--- config.mk ---
export PLATFORM = sky130hd
export DESIGN_NAME = dsm_top
export DESIGN_NICKNAME = d
export VERILOG_FILES = /design/src/dsm_pkg.sv /design/src/dsm_decode.sv /design/src/dsm_top.sv
export SDC_FILE = /design/constraint.sdc
export NUM_CORES = 1
export LEC_CHECK = 0
export ABC_AREA = 1
export BUFFER_PORTS_ARGS = -buffer_cell sky130_fd_sc_hd__buf_2
export CAP_MARGIN = 0
export CORE_ASPECT_RATIO = 2
export CORE_MARGIN = 5
export CORE_UTILIZATION = 24
export DETAILED_ROUTE_END_ITERATION = 7
export HOLD_SLACK_MARGIN = 0.08
export PLACE_DENSITY = 0.53
export SLEW_MARGIN = 20
export SYNTH_ARGS = -nofsm -noshare
export SYNTH_HDL_FRONTEND = slang
export SYNTH_SLANG_ARGS = --single-unit
--- constraint.sdc ---
create_clock -name MCLK_I -period 1.45 [get_ports MCLK_I]
set_input_delay 0.0725 -clock MCLK_I [delete_from_list [all_inputs] [get_ports MCLK_I]]
set_output_delay 0.0725 -clock MCLK_I [all_outputs]
set_load 0.02 [all_outputs]
--- src/dsm_pkg.sv ---
// Constants, types and register map shared by the drive select and motor decode block
package dsm_pkg;

    // ------------------------------------------------------------
    // Host port addresses and register reset values
    // ------------------------------------------------------------
    localparam logic [9:0] DSM_ADDR_DRIVE_CTRL = 10'h3F2;   // Drive control register port
    localparam logic [9:0] DSM_ADDR_TAPE_SEL   = 10'h3F3;   // Tape select register port
    localparam logic [7:0] DSM_DRIVE_CTRL_RST  = 8'h00;     // Drive control after hard reset
    localparam logic [1:0] DSM_TAPE_SEL_RST    = 2'h0;      // Tape select after hard reset
    localparam logic [5:0] DSM_TAPE_UNUSED     = 6'h00;     // Filler for undriven tape bits

    // ------------------------------------------------------------
    // Data pin enables (low means the pin is driven)
    // ------------------------------------------------------------
    localparam logic [7:0] DSM_OE_N_IDLE = 8'hFF;           // Bus released
    localparam logic [7:0] DSM_OE_N_FULL = 8'h00;           // All eight bits driven
    localparam logic [7:0] DSM_OE_N_TAPE = 8'hFC;           // Only bits 1:0 driven

    // ------------------------------------------------------------
    // Drive and motor pin levels
    // ------------------------------------------------------------
    localparam logic [3:0] DSM_PINS_OFF  = 4'hF;            // Every active-low pin released

    // Tape select codes: which tape drive software believes is selected
    typedef enum logic [1:0] {
        DSM_TAPE_NONE = 2'h0,
        DSM_TAPE_DRV1 = 2'h1,
        DSM_TAPE_DRV2 = 2'h2,
        DSM_TAPE_DRV3 = 2'h3
    } dsm_tape_sel_t;

    // Drive control register layout
    typedef struct packed {
        logic [3:0] motor_en;       // Motor enables, drives 3..0
        logic       dma_en;         // DMA and interrupt enable
        logic       ctrl_reset_n;   // Controller software reset, active low
        logic [1:0] drive_sel;      // Binary drive select field
    } dsm_drive_ctrl_t;

    // Drive interface pin group
    typedef struct packed {
        logic [3:0] select_n;       // Drive select outputs, active low
        logic [3:0] motor_n;        // Motor on outputs, active low
    } dsm_drive_pins_t;

    // Host bus pin group, before and after synchronisation
    typedef struct packed {
        logic [9:0] addr;           // Port address
        logic [7:0] data;           // Write data
        logic       rd_n;           // Read strobe, active low
        logic       wr_n;           // Write strobe, active low
    } dsm_host_bus_t;

    // Host cycle tracker, one-hot
    typedef enum logic [2:0] {
        DSM_ST_IDLE    = 3'h1,
        DSM_ST_WR_WAIT = 3'h2,
        DSM_ST_READ    = 3'h4
    } dsm_state_t;

endpackage

--- src/dsm_decode.sv ---
// Combinational decode of the drive control register into drive pin levels
`timescale 1ns/1ns

module dsm_decode (
    input  wire dsm_pkg::dsm_drive_ctrl_t ctrl_i,
    input  wire logic                     ext_i,
    input  wire logic                     swap_i,
    output dsm_pkg::dsm_drive_pins_t      pins_o
);
    import dsm_pkg::*;

    // ------------------------------------------------------------
    // Helpers
    // ------------------------------------------------------------
    // Exchange codes 0 and 1, leave 2 and 3 alone
    function automatic logic [1:0] swap01(input logic [1:0] f);
        swap01 = f[1] ? f : {1'b0, ~f[0]};
    endfunction

    wire logic [1:0] sel_field = swap_i ? swap01(ctrl_i.drive_sel) : ctrl_i.drive_sel;
    // The motor bit of the drive named in the field, before any swap
    wire logic       sel_motor = ctrl_i.motor_en[ctrl_i.drive_sel];
    wire logic [3:0] one_hot_n = ~(4'h1 << sel_field);
    wire logic [3:0] mtr_direct = swap_i
        ? ~{ctrl_i.motor_en[3:2], ctrl_i.motor_en[0], ctrl_i.motor_en[1]}
        : ~ctrl_i.motor_en;

    // ------------------------------------------------------------
    // Output selection
    // ------------------------------------------------------------
    always_comb begin
        if (ext_i) begin
            // Encoded field for an outside decoder; upper pins parked high
            pins_o.select_n = {2'b11, sel_field};
            pins_o.motor_n  = {3'b111, ~sel_motor};
        end else begin
            // Direct select only while the chosen drive's motor is enabled
            pins_o.select_n = sel_motor ? one_hot_n : DSM_PINS_OFF;
            pins_o.motor_n  = mtr_direct;
        end
    end

endmodule

--- src/dsm_top.sv ---
// Host register file, drive select and motor decode, and tape select register
`timescale 1ns/1ns

module dsm_top (
    input  wire logic                 MCLK_I,
    input  wire logic                 RSTN_I,
    input  wire logic [9:0]           ADDR_I,
    input  wire logic [7:0]           DATA_I,
    input  wire logic                 RD_N_I,
    input  wire logic                 WR_N_I,
    input  wire logic                 DECODE_EXT_I,
    input  wire logic                 DRIVE_SWAP_I,
    output logic      [7:0]           DATA_O,
    output logic      [7:0]           DATA_OE_N_O,
    output logic      [3:0]           DRIVE_SELECT_N_O,
    output logic      [3:0]           MOTOR_ON_N_O,
    output logic                      CTRL_RESET_N_O,
    output logic                      DMA_ENABLE_O
);
    import dsm_pkg::*;

    // ------------------------------------------------------------
    // Declarations
    // ------------------------------------------------------------
    dsm_host_bus_t   bus_raw;        // Pins as they arrive
    dsm_host_bus_t   bus_s1;         // First synchroniser stage
    dsm_host_bus_t   bus_s2;         // Second stage, the only one logic reads
    dsm_state_t      state;          // Host cycle tracker
    dsm_state_t      next_state;
    dsm_drive_ctrl_t drive_ctrl;     // Drive control register
    dsm_drive_ctrl_t next_drive_ctrl;
    dsm_tape_sel_t   tape_sel;       // Tape select register
    dsm_tape_sel_t   next_tape_sel;
    dsm_drive_pins_t next_pins;      // Decoded pin levels
    logic [7:0]      next_data;
    logic [7:0]      next_oe_n;

    assign bus_raw = '{addr: ADDR_I, data: DATA_I, rd_n: RD_N_I, wr_n: WR_N_I};

    // ------------------------------------------------------------
    // Address decode
    // ------------------------------------------------------------
    wire logic hit_ctrl  = (bus_s2.addr == DSM_ADDR_DRIVE_CTRL);
    wire logic hit_tape  = (bus_s2.addr == DSM_ADDR_TAPE_SEL);
    wire logic is_idle   = (state == DSM_ST_IDLE);
    // A write is taken once, on the first synchronised cycle of the strobe
    wire logic wr_ctrl   = is_idle && !bus_s2.wr_n && hit_ctrl;
    wire logic wr_tape   = is_idle && !bus_s2.wr_n && hit_tape;
    wire logic rd_start  = is_idle && bus_s2.wr_n && !bus_s2.rd_n && (hit_ctrl || hit_tape);

    // ------------------------------------------------------------
    // Host pin synchroniser
    // ------------------------------------------------------------
    // Address and data are carried along with the strobes so that a
    // strobe is never seen before the bytes that travel with it
    always_ff @(posedge MCLK_I or negedge RSTN_I) begin
        if (!RSTN_I) begin
            bus_s1 <= '{addr: '0, data: '0, rd_n: 1'b1, wr_n: 1'b1};
            bus_s2 <= '{addr: '0, data: '0, rd_n: 1'b1, wr_n: 1'b1};
        end else begin
            bus_s1 <= bus_raw;
            bus_s2 <= bus_s1;
        end
    end

    // ------------------------------------------------------------
    // Host cycle tracker
    // ------------------------------------------------------------
    always_comb begin
        case (state)
            DSM_ST_IDLE: begin
                if (!bus_s2.wr_n) begin
                    next_state = DSM_ST_WR_WAIT;
                end else if (rd_start) begin
                    next_state = DSM_ST_READ;
                end else begin
                    next_state = DSM_ST_IDLE;
                end
            end
            // Hold until the strobe goes away, so one write commits once
            DSM_ST_WR_WAIT: begin
                next_state = bus_s2.wr_n ? DSM_ST_IDLE : DSM_ST_WR_WAIT;
            end
            DSM_ST_READ: begin
                next_state = bus_s2.rd_n ? DSM_ST_IDLE : DSM_ST_READ;
            end
            default: begin
                next_state = DSM_ST_IDLE;
            end
        endcase
    end

    // ------------------------------------------------------------
    // Register writes
    // ------------------------------------------------------------
    // Neither register listens to the software reset bit: only a hard
    // reset returns them to their initial values
    assign next_drive_ctrl = wr_ctrl ? dsm_drive_ctrl_t'(bus_s2.data) : drive_ctrl;
    assign next_tape_sel   = wr_tape ? dsm_tape_sel_t'(bus_s2.data[1:0]) : tape_sel;

    // ------------------------------------------------------------
    // Read data and pin enables
    // ------------------------------------------------------------
    // Data is held for the whole read; tape reads leave bits 7:2 floating
    assign next_data = (next_state != DSM_ST_READ) ? DATA_O
                     : rd_start ? (hit_tape ? {DSM_TAPE_UNUSED, tape_sel} : drive_ctrl)
                     : DATA_O;
    assign next_oe_n = (next_state != DSM_ST_READ) ? DSM_OE_N_IDLE
                     : rd_start ? (hit_tape ? DSM_OE_N_TAPE : DSM_OE_N_FULL)
                     : DATA_OE_N_O;

    // ------------------------------------------------------------
    // Drive decode
    // ------------------------------------------------------------
    dsm_decode u_decode (
        .ctrl_i (drive_ctrl),
        .ext_i  (DECODE_EXT_I),
        .swap_i (DRIVE_SWAP_I),
        .pins_o (next_pins)
    );

    // ------------------------------------------------------------
    // State and registers
    // ------------------------------------------------------------
    always_ff @(posedge MCLK_I or negedge RSTN_I) begin
        if (!RSTN_I) begin
            state      <= DSM_ST_IDLE;
            drive_ctrl <= dsm_drive_ctrl_t'(DSM_DRIVE_CTRL_RST);
            tape_sel   <= dsm_tape_sel_t'(DSM_TAPE_SEL_RST);
        end else begin
            state      <= next_state;
            drive_ctrl <= next_drive_ctrl;
            tape_sel   <= next_tape_sel;
        end
    end

    // ------------------------------------------------------------
    // Output flip-flops
    // ------------------------------------------------------------
    // Pins lag the register by one cycle; costs a cycle, buys glitch-free pins
    always_ff @(posedge MCLK_I or negedge RSTN_I) begin
        if (!RSTN_I) begin
            DATA_O           <= DSM_DRIVE_CTRL_RST;
            DATA_OE_N_O      <= DSM_OE_N_IDLE;
            DRIVE_SELECT_N_O <= DSM_PINS_OFF;
            MOTOR_ON_N_O     <= DSM_PINS_OFF;
            CTRL_RESET_N_O   <= 1'b0;
            DMA_ENABLE_O     <= 1'b0;
        end else begin
            DATA_O           <= next_data;
            DATA_OE_N_O      <= next_oe_n;
            DRIVE_SELECT_N_O <= next_pins.select_n;
            MOTOR_ON_N_O     <= next_pins.motor_n;
            CTRL_RESET_N_O   <= drive_ctrl.ctrl_reset_n;
            DMA_ENABLE_O     <= drive_ctrl.dma_en;
        end
    end
endmodule

* Word-level counts from Yosys, hierarchy flattened *
Index checks and enable logic that the tools add are counted.

cells by class
  magnitude comparators = 1
  eq/ne operators = 6
  shift operators = 1
  mux-type cells = 16
  bitwise gates (word level) = 6
  reductions and logical operators = 11

operators by type and width
  cell                                                                           number
  8-bit two-way mux                                                              5
  10-bit equality test (second input constant)                                   2
  4-bit inverter                                                                 3
  3-bit two-way mux                                                              3
  3-bit case mux with 3 select lines                                             1
  4-bit two-way mux                                                              2
  1-bit logical AND                                                              6
  2-bit two-way mux                                                              3
  1-bit by 2-bit << shifter with 4-bit output (first input constant)             1
  3-bit by 1-bit equality test with 1-bit output (second input constant)         1
  3-bit by 2-bit equality test with 1-bit output (second input constant)         1
  3-bit equality test (second input constant)                                    1
  2-bit by 3-bit less-than comparator with 1-bit output (second input constant)  1
  3-bit inequality test (second input constant)                                  1
  1-bit inverter                                                                 3
  1-bit binary-select mux with 2-bit select                                      1
  1-bit logical NOT                                                              2
  2-bit AND reduction                                                            1
  2-bit nonzero test                                                             1
  1-bit logical OR                                                               1
  1-bit two-way mux                                                              1

storage, ports and cells
  register bits after elaboration = 79

* Depth between registers and ports, before layout *
  word-level depth = 10
  mapped depth = 8
  mapped depth without buffers = 8

* Modules after synthesis *
A second synthesis with hierarchy kept.

second synthesis, totals
  cell total of the unflattened synthesis = 231
  area, all modules = 2,610.0 sq um

modules (own cells, without submodules)
  module      instances  cells each  area each (sq um)  seq. area each (sq um)
  dsm_top     1          192         2,441.1            1,845.5
  dsm_decode  1          39          168.9              0.0

* Least setup slack after synthesis *
No wires, ideal clock.

  path kind = reg2reg
  start = register state[0]
  end = register drive_ctrl[0] in the netlist's numbering
  library setup time = 0.117 ns
  arrival time = 1.114 ns
  required time = 1.333 ns
  setup slack = 0.219 ns
  stages on the path, launching flop included = 8
  buffers on the path = 0
  clock period less this slack = 1.231 ns
  cell sequence = dfstp_2 -> inv_1 -> nor2_4 -> nand2_4 -> nor2_1 -> nand3_2 -> nand2_1 -> nand2_1

on the way
  word-level cells in the longest chain between the ends = 3

ends and longest elaborated chain
  element                                         line            text
  from (decl)                                     dsm_top.sv:28   dsm_state_t state;
  from (signal assigned)                          dsm_top.sv:131  state <= next_state;
  3-bit by 1-bit equality test with 1-bit output  dsm_top.sv:45   wire logic is_idle = (state == DSM_ST_IDLE);
  1-bit logical AND (2 in a row)                  dsm_top.sv:47   wire logic wr_ctrl = is_idle && !bus_s2.wr_n && hit_ctrl;
  to (signal assigned)                            dsm_top.sv:128  drive_ctrl <= dsm_drive_ctrl_t'(DSM_DRIVE_CTRL_RST);
  to (signal assigned)                            dsm_top.sv:132  drive_ctrl <= next_drive_ctrl;
  to (decl)                                       dsm_top.sv:30   dsm_drive_ctrl_t drive_ctrl;

No other way between the ends.
A chain may end at the register's enable or synchronous reset.

* Final worst setup path *
  start = register state[0]
  end = register DATA_O[7]

on the way
  word-level cells in the longest chain between the ends = 10
  elaborated cells between the ends (all ways) = 12

ends and longest elaborated chain
  element                                         line                          text
  3-bit by 1-bit equality test with 1-bit output  dsm_top.sv:45, dsm_top.sv:70
  1-bit logical AND (3 in a row)                  dsm_top.sv:49                 wire logic rd_start = is_idle && bus_s2.wr_n && !bus_s2.rd_n && (hit_ctrl || hit_tape);
  3-bit two-way mux                               dsm_top.sv:74                 end else if (rd_start) begin
  3-bit two-way mux                               dsm_top.sv:72                 if (!bus_s2.wr_n) begin
  3-bit case mux with 3 select lines              dsm_top.sv:70                 case (state)
  3-bit inequality test                           dsm_top.sv:105                assign next_data = (next_state != DSM_ST_READ) ? DATA_O
  1-bit inverter (no source line)                 n/a
  2-bit AND reduction (no source line) *          n/a
  to (signal assigned)                            dsm_top.sv:150                DATA_O <= next_data;
  to (decl)                                       dsm_top.sv:13                 output logic [7:0] DATA_O,

Mark *: on every way between the ends. The rest lies on a longest branch, timed or not.

==> impl_metrics.tcl <==
set metrics [dict create \
    status "complete, no violations" \
    area_growth_pct 38.77 \
    fin_ws_ns 0.1116 \
    finalInstanceArea_sq_mm 0.003681 \
    die_width_um 84.34 \
    period_share_pct 92.30 \
    yosysSeqAreaShare_pct 69.58 \
    critPathArrivalTime_ns 1.55 \
    io_buffers 49 \
    fmax_mhz 747.2 \
    maxSlewViolCount 0 \
    wl_per_cell_um 10.61 \
    pre_cts_ws_ns 0.08188 \
    finalHoldViolCount 0 \
    placed_cells 412 \
    synth_area_leader_cell "dfrtp_1" \
    cp.required_ns 1.66 \
    clk_latency_ns 0.32 \
    stdcell_count 451 \
    synth-seq-cells 73 \
    nets 332 \
    clock-sinks 73 \
    cap_violations 0 \
    wirelength_um 4787 \
    slowest_delay_ns 0.52 \
    fillers 1051 \
    clockRootBuffer "clkbuf_16" \
    first_global_vias 1820 \
    worst-setup-path-type "flip-flop to flip-flop" \
    start_util_pct 24.38 \
    place_hpwl_um 3598 \
    cts_buffers 9 \
    grt-ovfl-total 0 \
    top_layer "met4" \
    max-slew-margin-rel_pct 79.61 \
    rrSetupSlack_ns 0.11 \
    path_cells "inv_1 -> nor2_4 -> nand2_4 -> nor2_4 -> nand3_4 -> nand2_1 -> nand2_1" \
    dpl_cell_area_sq_mm 0.003083 \
    antenna_cells 0 \
    p_leak_nw 1.791 \
    setup_viol_count_final 0 \
    netlist_area_sq_mm 0.002653 \
    fin_skew_ns 0.006603 \
    path_clk_slew_ns 0.05 \
    drtIter0Drc 111 \
    final_common_cell "nand2_1" \
    grt_start_max_net_pins 34 \
    grt_antenna_before_repair 0 \
    drtPass1Iterations 4 \
    clock_path_buffers 2 \
    route.met2.wl_um 2558 \
    synth_cells 225 \
    met3_length_um 252 \
    irDropWorstVdd_v 0.0006616 \
    fin_crit_ns 1.338 \
    antenna_left 0 \
    vias 1720 \
    slowest_stage "dfstp_2" \
    hold_class "input port to async pin" \
    final_cell_mix "nand2_1, dfrtp_1, buf_2, dlygate4sd3_1" \
    drcViolationCount 0 \
    worst_pin_slew_ns 0.3058 \
    drive_gt1_share_pct 35.05 \
    die_area_sq_mm 0.01338 \
    via_per_inst 3.814 \
    synth_top_area_share_pct 54.72 \
    synthTopCellsByArea "dfrtp_1, dfstp_2, nand2_1" \
    route.layer.met1.wl_um 1834 \
    crit_path_max_fanout 10 \
    grtUsageTotal_pct 8.270 \
    yosysUniqueCellTypes 23 \
    floorplan.rows 54 \
    core_region_area_sq_mm 0.01088 \
    yosysWarnings 0 \
    start_kind "flip-flop" \
    gp_congestion 0.7745 \
    syn-num-nets 251 \
    powerDensity_mw_per_mm2 1400 \
    fp.dieH_um 158.7 \
    grt_pass1_wl_um 8397 \
    layout.area.seq_sq_mm 0.001846 \
    htree_levels 3 \
    tritoncts "built" \
    end_kind "flip-flop" \
    rsz0062_at_grt "true" \
    io-pin-count 50 \
    multi_input_comb_area_sq_um 710.7 \
    post_cts_buffers 0 \
    synth.avg_cell_area_sq_um 11.79 \
]
-- metrics by stage --
step           setup TNS (ns)  util, %  hold WS, ns  power [mW]
3_3_place_gp                0    28.34     -0.02333       2.578
5_1_grt             -0.002221    33.84       0.2017       5.402
6_report                    0    33.84       0.1690       5.152
4_1_cts                     0    33.72       0.1610       5.241
2_1_floorplan               0        -      -0.2231       2.458
3_5_place_dp                0    28.34     -0.02249       2.593
-- registers in the layout (all words and copies together), names as in the netlist, 2 cells and up --
name,cells
bus_s1,20
bus_s2,20
DATA_O,8
drive_ctrl,8
DRIVE_SELECT_N_O,4
MOTOR_ON_N_O,4
state,3
DATA_OE_N_O,2
tape_sel,2
-- final cells by class --
cell class | count | share of cell area [%]
Sequential cell | 73 | 50.14
Multi-Input combinational cell | 129 | 19.31
Timing Repair Buffer | 76 | 14.41
Clock buffer | 12 | 6.968
Tap cell | 140 | 4.759
Clock inverter | 4 | 2.685
Inverter | 17 | 1.734
-- critical path, delay by kind of cell (launching register included) --
kind	cells	cell delay [ns]
and+or+nand+nor	6	0.63
DFF	1	0.52
buffers and inverters	1	0.06
-- power by group --
| group | switching [mW] | total, mW | internal, mW |
|---|---|---|---|
| registers | 0.0447 | 2.19 | 2.15 |
| logic | 0.248 | 0.410 | 0.162 |
| clock network | 0.773 | 2.55 | 1.78 |
| total | 1.07 | 5.15 | 4.09 |
-- metal layers --
layer	track usage, %	vias to the layer above
li1	-	872
met1	8.322	793
met2	14.24	48
met3	2.796	7
met4	5.811	0
met5	0	-
-- synthesized netlist by cell type (all sizes together) --
library cell and count:
nand2 68, and2 1, nor2 21, o21ai 7
dfrtp 58, buf 6, ha 2, nand3 18
dfstp 15, nand4 4, o22ai 1, a21oi 7
inv 17
-- logic make-up (layout without fill, tap and decap cells) --
logic type	Yosys count	in the layout	synth area share (%)
and+or+nand+nor	112	112	22.36
DFF	73	73	69.58
buffers and inverters	23	109	4.104
AOI/OAI and AO/OA	15	15	3.019
adders and majority gates	2	2	0.9432
-- final timing paths --
check,from,to,depth (start not counted)
min in group MCLK_I,bus_s1[16],bus_s2[16],0
min reg2reg,bus_s1[16],bus_s2[16],0
max,state[0],DATA_O[7],7
max in group asynchronous,RSTN_I,DRIVE_SELECT_N_O[0],3
min,RSTN_I,bus_s1[15],2
max reg2reg,state[0],DATA_O[7],7
-- timing repair --
action,in CTS,in global routing
resized for setup,0,3
hold buffers,23,0
hold endpoints to repair,90,0
endpoints found under the setup margin,0,8
(Power assumes the default switching activity.)
